[src/hdl/dacc_pkg.sv]
// ----------------------------------------------------------------
// ----------------------------------------------------------------
package dacc_pkg;
	// ------------------------------------------------------------
	// register map
	// ------------------------------------------------------------
	localparam int          DACC_ADDR_W      = 12;
	localparam logic [11:0] DACC_CONTROL_ADR = 12'hec6;
	localparam logic [11:0] DACC_LEVEL_ADR   = 12'hec7;
	localparam int          DACC_EN_BIT      = 7;
	localparam int          DACC_OE1_BIT     = 5;
	localparam int          DACC_PSS_HI      = 3;
	localparam int          DACC_PSS_LO      = 2;
	localparam int          DACC_NSS_BIT     = 0;
	localparam logic [7:0]  DACC_CONTROL_MSK = 8'had;
	localparam logic [7:0]  DACC_LEVEL_MSK   = 8'h1f;
	localparam logic [7:0]  DACC_RESET_VAL   = 8'h00;
	localparam int          DACC_LEVEL_W     = 5;
	localparam int          DACC_TAPS        = 32;
	localparam int          DACC_ANA_W       = 8;

	// ------------------------------------------------------------
	// source selections
	// ------------------------------------------------------------
	typedef enum logic [1:0] {
		DACC_POS_SUPPLY,
		DACC_POS_EXT_REF,
		DACC_POS_FIXED_REF,
		DACC_POS_RESERVED
	} dacc_pos_t;

	// analog-side view of the ladder settings
	typedef struct packed {
		logic                    enable;
		logic                    pin_route;
		dacc_pos_t               pos_sel;
		logic                    neg_ext;
		logic [DACC_LEVEL_W-1:0] level;
	} dacc_ladder_t;

	// override applied to the shared pin
	typedef struct packed {
		logic drv_off;
		logic pullup_off;
		logic detect_off;
	} dacc_pin_ovr_t;
endpackage

[src/hdl/dacc_top.sv]
// The implementer's own choice: the Wishbone register port.
`timescale 1ns/10ps
`default_nettype none
module dacc_top #(
	parameter int ANA_W = dacc_pkg::DACC_ANA_W
) (
	input  wire logic                              CORE_CLK_IN,
	input  wire logic                              RESETN_IN,
	// classic wishbone slave
	input  wire logic                              WB_CYC_IN,
	input  wire logic                              WB_STB_IN,
	input  wire logic                              WB_WE_IN,
	input  wire logic [dacc_pkg::DACC_ADDR_W-1:0] WB_ADR_IN,
	input  wire logic                              WB_SEL_IN,
	input  wire logic [7:0]                        WB_DAT_IN,
	output logic      [7:0]                        WB_DAT_OUT,
	output logic                                   WB_ACK_OUT,
	output logic                                   WB_ERR_OUT,
	// power state, informational only
	input  wire logic                              SLEEP_IN,
	// source voltages seen by the ladder
	input  wire logic [ANA_W-1:0]                  AVDD_LVL_IN,
	input  wire logic [ANA_W-1:0]                  VREF_POS_LVL_IN,
	input  wire logic [ANA_W-1:0]                  FIXED_REF_LVL_IN,
	input  wire logic [ANA_W-1:0]                  VREF_NEG_LVL_IN,
	// analog_out_pin_1 digital functions from the port logic
	input  wire logic                              PIN_DRV_OE_IN,
	input  wire logic                              PIN_PULLUP_IN,
	input  wire logic                              PIN_RAW_IN,
	// ladder results and pin control
	output dacc_pkg::dacc_ladder_t                 LADDER_CFG_OUT,
	output logic      [ANA_W-1:0]                  DAC_LEVEL_OUT,
	output logic      [ANA_W-1:0]                  PIN_ANALOG_LVL_OUT,
	output logic                                   PIN_ANALOG_SW_OUT,
	output logic                                   PIN_DRV_OE_OUT,
	output logic                                   PIN_PULLUP_OUT,
	output logic                                   PIN_DETECT_EN_OUT,
	output logic                                   PIN_READ_OUT
);
	import dacc_pkg::*;

	initial begin
		if (ANA_W < 2 || ANA_W > 24) begin
			$error("ANA_W out of range");
		end
	end

	// ------------------------------------------------------------
	// bus decode
	// ------------------------------------------------------------
	logic       req;
	logic       hit_ctl;
	logic       hit_lvl;
	logic       wr_ok;
	logic [7:0] control_r;
	logic [7:0] level_r;
	logic [7:0] rd_nxt;

	// a request is answered once; ack low for the cycle after it fell
	assign req     = WB_CYC_IN && WB_STB_IN && !WB_ACK_OUT && !WB_ERR_OUT;
	assign hit_ctl = (WB_ADR_IN == DACC_CONTROL_ADR);
	assign hit_lvl = (WB_ADR_IN == DACC_LEVEL_ADR);
	assign wr_ok   = req && WB_WE_IN && WB_SEL_IN;

	// unimplemented bits masked so they read zero
	always_comb begin
		rd_nxt = 8'h00;
		if (hit_ctl) begin
			rd_nxt = control_r & DACC_CONTROL_MSK;
		end else if (hit_lvl) begin
			rd_nxt = level_r & DACC_LEVEL_MSK;
		end
	end

	// single-cycle answer: ack or err one edge after the request is seen
	always_ff @(posedge CORE_CLK_IN or negedge RESETN_IN) begin
		if (!RESETN_IN) begin
			WB_ACK_OUT <= 1'b0;
			WB_ERR_OUT <= 1'b0;
		end else begin
			WB_ACK_OUT <= req && (hit_ctl || hit_lvl);
			WB_ERR_OUT <= req && !(hit_ctl || hit_lvl);
		end
	end

	// read data latched with the ack
	always_ff @(posedge CORE_CLK_IN or negedge RESETN_IN) begin
		if (!RESETN_IN) begin
			WB_DAT_OUT <= 8'h00;
		end else if (req && !WB_WE_IN) begin
			WB_DAT_OUT <= rd_nxt;
		end else begin
			WB_DAT_OUT <= 8'h00;
		end
	end

	// ------------------------------------------------------------
	// registers
	// ------------------------------------------------------------
	// only the device reset clears them; sleep entry and wake never touch them
	always_ff @(posedge CORE_CLK_IN or negedge RESETN_IN) begin
		if (!RESETN_IN) begin
			control_r <= DACC_RESET_VAL;
		end else if (wr_ok && hit_ctl) begin
			control_r <= WB_DAT_IN & DACC_CONTROL_MSK;
		end
	end

	always_ff @(posedge CORE_CLK_IN or negedge RESETN_IN) begin
		if (!RESETN_IN) begin
			level_r <= DACC_RESET_VAL;
		end else if (wr_ok && hit_lvl) begin
			level_r <= WB_DAT_IN & DACC_LEVEL_MSK;
		end
	end

	// ------------------------------------------------------------
	// field decode
	// ------------------------------------------------------------
	dacc_ladder_t     cfg;
	logic [ANA_W-1:0] vpos;
	logic [ANA_W-1:0] vneg;
	logic [ANA_W-1:0] tap;
	logic             route;

	// sleep is deliberately not an input to any of this
	always_comb begin
		cfg.enable    = control_r[DACC_EN_BIT];
		cfg.pin_route = control_r[DACC_OE1_BIT];
		cfg.pos_sel   = dacc_pos_t'(control_r[DACC_PSS_HI:DACC_PSS_LO]);
		cfg.neg_ext   = control_r[DACC_NSS_BIT];
		cfg.level     = level_r[DACC_LEVEL_W-1:0];
	end

	// reserved positive code falls to ground; no tap is better than a guess
	always_comb begin
		case (cfg.pos_sel)
			DACC_POS_SUPPLY:    vpos = AVDD_LVL_IN;
			DACC_POS_EXT_REF:   vpos = VREF_POS_LVL_IN;
			DACC_POS_FIXED_REF: vpos = FIXED_REF_LVL_IN;
			default:            vpos = '0;
		endcase
		vneg = cfg.neg_ext ? VREF_NEG_LVL_IN : '0;
	end

	assign route = cfg.pin_route;

	dacc_ladder #(
		.ANA_W(ANA_W)
	) u_ladder (
		.clk_in   (CORE_CLK_IN),
		.resetn_in(RESETN_IN),
		.cfg_in   (cfg),
		.vpos_in  (vpos),
		.vneg_in  (vneg),
		.level_out(tap)
	);

	// ------------------------------------------------------------
	// outputs
	// ------------------------------------------------------------
	assign DAC_LEVEL_OUT = tap; // flop inside the ladder

	// config mirror for the analog macro
	always_ff @(posedge CORE_CLK_IN or negedge RESETN_IN) begin
		if (!RESETN_IN) begin
			LADDER_CFG_OUT <= '0;
		end else begin
			LADDER_CFG_OUT <= cfg;
		end
	end

	// pin switch; the voltage follows the tap one cycle on
	always_ff @(posedge CORE_CLK_IN or negedge RESETN_IN) begin
		if (!RESETN_IN) begin
			PIN_ANALOG_SW_OUT  <= 1'b0;
			PIN_ANALOG_LVL_OUT <= '0;
		end else begin
			PIN_ANALOG_SW_OUT  <= route;
			PIN_ANALOG_LVL_OUT <= route ? tap : '0;
		end
	end

	// digital functions forced off while routed, whatever the port asks
	always_ff @(posedge CORE_CLK_IN or negedge RESETN_IN) begin
		if (!RESETN_IN) begin
			PIN_DRV_OE_OUT    <= 1'b0;
			PIN_PULLUP_OUT    <= 1'b0;
			PIN_DETECT_EN_OUT <= 1'b0;
			PIN_READ_OUT      <= 1'b0;
		end else begin
			PIN_DRV_OE_OUT    <= PIN_DRV_OE_IN && !route;
			PIN_PULLUP_OUT    <= PIN_PULLUP_IN && !route;
			PIN_DETECT_EN_OUT <= !route;
			PIN_READ_OUT      <= PIN_RAW_IN && !route;
		end
	end
endmodule
`default_nettype wire

[src/hdl/dacc_ladder.sv]
`timescale 1ns/10ps
`default_nettype none
// behavioural ladder: digital model of the tap voltage, in source units
module dacc_ladder #(
	parameter int ANA_W = dacc_pkg::DACC_ANA_W
) (
	input  wire logic                 clk_in,
	input  wire logic                 resetn_in,
	input  wire dacc_pkg::dacc_ladder_t cfg_in,
	input  wire logic [ANA_W-1:0]     vpos_in,
	input  wire logic [ANA_W-1:0]     vneg_in,
	output logic      [ANA_W-1:0]     level_out
);
	import dacc_pkg::*;

	logic [ANA_W-1:0]              span;
	logic [ANA_W+DACC_LEVEL_W-1:0] prod;

	// ------------------------------------------------------------
	// tap computation
	// ------------------------------------------------------------
	// a reversed span would wrap; clamp so the tap stays at the negative end
	assign span = (vpos_in > vneg_in) ? ANA_W'(vpos_in - vneg_in) : '0;
	assign prod = (ANA_W+DACC_LEVEL_W)'(span * cfg_in.level);

	// registered so the top sees a flop output; disabled ladder sits at zero
	always_ff @(posedge clk_in or negedge resetn_in) begin
		if (!resetn_in) begin
			level_out <= '0;
		end else if (cfg_in.enable) begin
			level_out <= ANA_W'(vneg_in + ANA_W'(prod / DACC_TAPS));
		end else begin
			level_out <= '0;
		end
	end
endmodule
`default_nettype wire

[config.mk]
export PLATFORM = sky130hd
export DESIGN_NAME = dacc_top
export DESIGN_NICKNAME = d
export VERILOG_FILES = /design/src/hdl/dacc_pkg.sv /design/src/hdl/dacc_top.sv /design/src/hdl/dacc_ladder.sv
export SDC_FILE = /design/constraint.sdc
export NUM_CORES = 1
export LEC_CHECK = 0
export BUFFER_PORTS_ARGS = -buffer_cell sky130_fd_sc_hd__buf_2
export CAP_MARGIN = 20
export CORE_MARGIN = 2
export CORE_UTILIZATION = 55
export CTS_CLUSTER_DIAMETER = 50
export DETAILED_ROUTE_END_ITERATION = 16
export GPL_TIMING_DRIVEN = 1
export PLACE_DENSITY = 0.83
export SLEW_MARGIN = 5
export SYNTH_ARGS = -nofsm -noshare
export SYNTH_HDL_FRONTEND = slang
export SYNTH_HIERARCHICAL = 1
export SYNTH_SLANG_ARGS = --single-unit
[constraint.sdc]
create_clock -name CORE_CLK_IN -period 9.8 [get_ports CORE_CLK_IN]
set_input_delay 0 -clock CORE_CLK_IN [delete_from_list [all_inputs] [get_ports CORE_CLK_IN]]
set_output_delay 0 -clock CORE_CLK_IN [all_outputs]
set_load 0.01 [all_outputs]
After elaboration in Yosys (flattened, before gate mapping)

Cells that the tools add are included.

$add $sub $neg: 2
Multiply operators: 1
Magnitude comparators: 1
Equal/unequal tests: 4
Mux-type cells: 8
Reduce and logical (&&, ||, !) cells: 20

Operators with widths:

| cell                                                            | number |
|---|---|
| 8-bit 2-to-1 mux                                                | 6 |
| 12-bit == test, second input constant                           | 2 |
| 8-bit case mux with 3 select lines                              | 1 |
| 1-bit logical AND                                               | 13 |
| 8-bit by 5-bit multiplier with 13-bit output                    | 1 |
| 8-bit adder                                                     | 1 |
| 8-bit > comparator                                              | 1 |
| 8-bit subtractor                                                | 1 |
| 1-bit zero test                                                 | 5 |
| 5-bit 2-to-1 mux                                                | 1 |
| 2-bit by 1-bit == test with 1-bit output, second input constant | 1 |
| 2-bit == test, second input constant                            | 1 |
| 2-bit zero test                                                 | 1 |
| 1-bit logical OR                                                | 1 |

Flip-flop bits (word level): 50
Input bits: 62
Output and inout bits: 41
Logic and storage cells: 52

Depth between registers and ports, before layout

Word-level depth: 7
Gate-level depth with buffers: 35
Mapped depth without buffers: 34

By module

Netlist, hierarchy kept.

By module, submodules not included:

| module      | times used | cells each | area an instance (um2) | sequential area each (um2) |
|---|---|---|---|---|
| dacc_ladder | 1          | 239        | 2057.0                 | 200.2 |
| dacc_top    | 1          | 129        | 1662.8                 | 1026.0 |

Least setup slack after synthesis

OpenSTA, ideal clock, no wires.

Path type: register to register
Start: register control_r[2]
End: register u_ladder.level_out[7]
Setup time: 0.119 ns
Arrival: 6.215 ns
Required time: 9.681 ns
Setup slack: 3.466 ns
Cell stages (with the launch flop): 33
Buffers on the path: 1
Period minus slack after synthesis: 6.334 ns
Cells stage by stage: dfrtp_1 > buf_2 > mux2i_1 > o21ai_0 > inv_1 > ha_1 > inv_1 > fa_1 > nand3_1 > a21oi_2 > or2_2 > o21ai_2 > nor2_1 > and2_1 > fa_1 > fa_1 > inv_1 > fa_1 > inv_1 > ha_1 > nand2_1 > o21ai_0 > nor4_1 > o21a_1 > o21bai_2 > a21oi_1 > xnor2_1 > ha_1 > or3_1 > o211ai_1 > xnor2_1 > xnor2_1 > and2_1

Longest elaborated chain between the ends: 7
Elaborated cells on any way between the ends: 10
Those cells by class: 2 x add/sub; 1 x mul; 1 x order compare; 2 x eq/ne; 3 x mux; 1 x reduce/logical

RTL lines:

| item                                                          | line              | RTL |
|---|---|---|
| start: declaration                                            | dacc_top.sv:55    | `logic [7:0] control_r;` |
| start signal: assignment                                      | dacc_top.sv:105   | `control_r <= WB_DAT_IN & DACC_CONTROL_MSK;` |
| 2-bit == test, or another cell as far along                   | dacc_top.sv:137   | `case (cfg.pos_sel)` |
| 8-bit case mux with 3 select lines *                          | dacc_top.sv:137   |  |
| via vpos[0]                                                   | dacc_top.sv:121   | `logic [ANA_W-1:0] vpos;` |
| 8-bit subtractor / 8-bit > comparator (equally long branches) | dacc_ladder.sv:23 | `assign span = (vpos_in > vneg_in) ? ANA_W'(vpos_in - vneg_in) : '0;` |
| 8-bit 2-to-1 mux *                                            | dacc_ladder.sv:23 |  |
| 8-bit by 5-bit multiplier with 13-bit output *                | dacc_ladder.sv:24 | `assign prod = (ANA_W+DACC_LEVEL_W)'(span * cfg_in.level);` |
| 8-bit adder *                                                 | dacc_ladder.sv:31 | `level_out <= ANA_W'(vneg_in + ANA_W'(prod / DACC_TAPS));` |
| 8-bit 2-to-1 mux *                                            | dacc_ladder.sv:30 | `end else if (cfg_in.enable) begin` |
| end signal: assignment                                        | dacc_ladder.sv:31 |  |
| end: declaration                                              | dacc_ladder.sv:12 | `output logic [ANA_W-1:0] level_out` |

Mark *: on every way through the listed nets, which the timed path passes. The rest lies on a longest branch.
A chain may end at the register's enable or synchronous reset.

Final worst setup path

Ends and elaborated chain as after synthesis.

==> results.cfg <==
[run_status]
outcome = completed

[clocking]
clk_pin_slew_worst_paths_ns = 0.10
cts.path.max_buffers = 2
cts.repair.resized = 0
cts_buffers = 5
cts_num_sinks = 49
cts_tree = built
root_buffer = clkbuf_8
htree_levels = 2
post_cts_buffers = 0
clock_latency_ns = 0.30

[grt]
grt.total_usage_pct = 24.5
grt_first_pass_wirelength_um = 14400
antenna_found_initial = 0
first_global_vias = 3265
grt.overflow.total = 0
grt_max_degree = 50

[synthesis]
synth_edf_count = 0
yosys_warnings = 6
ys.flop_type = dfrtp_1
synth_seq_cells = 49
syn_area_um2 = 3720
synth_cell_types = 54
ys_seq_area_share_pct = 33.0
syn_inst = 368
synthesis.nets = 483
synth-async-reset-ratio_pct = 100
synth_area_per_cell_um2 = 10.1

[sta]
maxSlewViolCount = 0
slew_headroom_pct = 55.0
min_period_ns = 7.39
rsz0062_at_grt = no
finalCritPeriodShare_pct = 75.4
worstMarginPinSlew_ns = 0.673
clock_skew_ns = 0.00934
setup_viol = 0
finalHoldViolCount = 0
fmax_mhz = 135
setup_tns_ns = 0

[worst_setup_path]
cp-end-kind = flop
start_kind = flop
r2r_cells = 29
crit_top_cell = fa_1
required_ns = 10.00
critPathLaunch = control_r[2]$_DFFE_PN0P_
critPathArrivalTime_ns = 7.59
r2r_end = u_ladder/level_out[7]$_DFF_PN0_
cp_slowest_cell = nor2b_1
r2r_slack_ns = 2.41
cp-endpoint = u_ladder/level_out[7]$_DFF_PN0_
worstReg2RegStart = control_r[2]$_DFFE_PN0P_
crit_type = flop to flop
critPathMaxFanout = 12
cpPeakStageDelay_ns = 0.63

[power_and_ir_drop]
p_leak_nw = 2.47
ir_drop_v = 0.0000786
cellPowerDensity_nw_per_um2 = 83.5

[detailed_routing]
drc_errors = 0
vias = 3127
wl_met3_um = 468
wl_per_cell_um = 16.3
drtIter0Drc = 111
postRouteAntennaNets = 0
vias_per_cell = 5.61
m1WireLength_um = 3750
routed_wl_um = 9100
top_layer_used = met4
drtPass1Iterations = 4
wl_met2_um = 4710

[floorplan]
die_h_um = 86.2
initial_core_util_pct = 57.6
pin_count = 103
rows = 29
die_area_um2 = 7440
core_area_um2 = 6460
die_x_um = 86.2

[final_layout]
fin_nets = 594
diodes = 0
layout_common_cells = buf_2, dfrtp_1, and2_1
syn_to_final_growth_pct = 21.0
fin_cells = 557
final_common_cell = buf_2
drive_gt1_share_pct = 28.3

[placed_design]
dp_hpwl_um = 6830
gp_congestion = 0.869
buffer_ports.inserted = 99
dpl.cell_count = 537

[hold_path]
min_path_type = input pin to flop

[run]
cap_viol_max_count = 0
worst max-delay path: cells and delay by family (launching register included):
family,cells,cell delay (ns)
flip-flops,1,0.61
AO/OA/AOI/OAI,11,2.32
AND/OR/NAND/NOR,6,1.35
XOR/XNOR,2,0.25
buffers and inverters,3,0.18
adder cells (fa/ha/maj),7,2.57
worst min path at each step:
stage	cells past startpoint	end	slack (ns)	from
after floorplan	0	LADDER_CFG_OUT[0]$_DFF_PN0_	-0.30	RESETN_IN
after global placement	1	PIN_DRV_OE_OUT$_DFF_PN0_	0.22	RESETN_IN
final	2	WB_DAT_OUT[5]$_DFF_PN0_	0.04	WB_ADR_IN[0]
after CTS	2	WB_DAT_OUT[5]$_DFF_PN0_	0.03	WB_ADR_IN[0]
after global routing	3	WB_DAT_OUT[5]$_DFF_PN0_	0.05	WB_WE_IN
after detailed placement	2	PIN_READ_OUT$_DFF_PN0_	0.23	PIN_RAW_IN
Yosys cell counts, types with 3 or more instances:
cell type | n | area share [%]
a21o_1 | 6 | 1.2
a21oi_1 | 12 | 1.6
and2_1 | 40 | 6.7
and3_1 | 6 | 1.0
dfrtp_1 | 49 | 33
fa_1 | 19 | 10
ha_1 | 34 | 11
inv_1 | 39 | 3.9
mux2_2 | 10 | 3.0
mux2i_1 | 11 | 3.0
nand2_1 | 24 | 2.4
nand2b_1 | 3 | 0.50
nand3_1 | 5 | 0.67
nand4_1 | 3 | 0.50
nor2_1 | 13 | 1.3
nor2b_1 | 10 | 1.7
nor3_1 | 3 | 0.40
o211ai_1 | 6 | 1.2
o21a_1 | 6 | 1.2
o21ai_0 | 14 | 1.9
xnor2_1 | 12 | 2.8
xor2_1 | 3 | 0.71
metrics by stage:
stage | util [%] | power (mW) | setup WS [ns] | hold slack (ns) | cell area, um2
detailed placement | 66.2 | 0.249 | 2.54 | 0.229 | 4280
floorplan | - | 0.228 | 3.47 | -0.296 | 3720
global placement | 66.2 | 0.248 | 2.69 | 0.220 | 4280
global route | 69.7 | 0.391 | 1.82 | 0.0486 | 4500
CTS | 69.4 | 0.371 | 2.51 | 0.0255 | 4480
finish | 69.7 | 0.376 | 2.41 | 0.0448 | 4500
layout make-up:
class | instances | area, um2
well taps | 77 | 96.3
multi-input cells | 273 | 2310
flip-flops and latches | 49 | 1230
fillers | 493 | 1960
clock inverters | 3 | 26.3
inverters | 39 | 146
clock buffers | 5 | 68.8
repair buffers | 111 | 626
flip-flops by register name, summed over array words and instances, names as in the netlist, 5 cells and up:
name	count
LADDER_CFG_OUT	9
PIN_ANALOG_LVL_OUT	8
WB_DAT_OUT	7
control_r	5
level_r	5
u_ladder/level_out	8
per-layer routing:
metal,global-route usage [%],up-vias
met4,8.66,0
met1,29.6,1543
li1,-,1461
met3,2.57,17
met5,0,-
met2,45.1,106
logic make-up after synthesis:
kind of cell	count (synthesis)	share of synthesized area, %
buffers and inverters	46	4.91
DFF	49	33.0
muxes	21	5.99
and+or+nand+nor	126	20.4
other	1	0.101
adders and majority gates	53	21.7
xor gates and xnor gates	15	3.53
AOI/OAI and AO/OA	57	10.4
repair_timing:
item                       in CTS  in global routing
hold endpoints to repair       62                  0
hold buffers                   11                  0
setup endpoints to repair       0                  0
power breakdown:
| part | internal (mW) | leakage, nW | switching [mW] | total [mW] |
|---|---|---|---|---|
| Combinational | 0.0213 | 1.76 | 0.0264 | 0.0476 |
| Clock | 0.0520 | 0.0423 | 0.0730 | 0.125 |
| Sequential | 0.203 | 0.672 | 0.000374 | 0.203 |
Power figures use the tool's default switching activity.
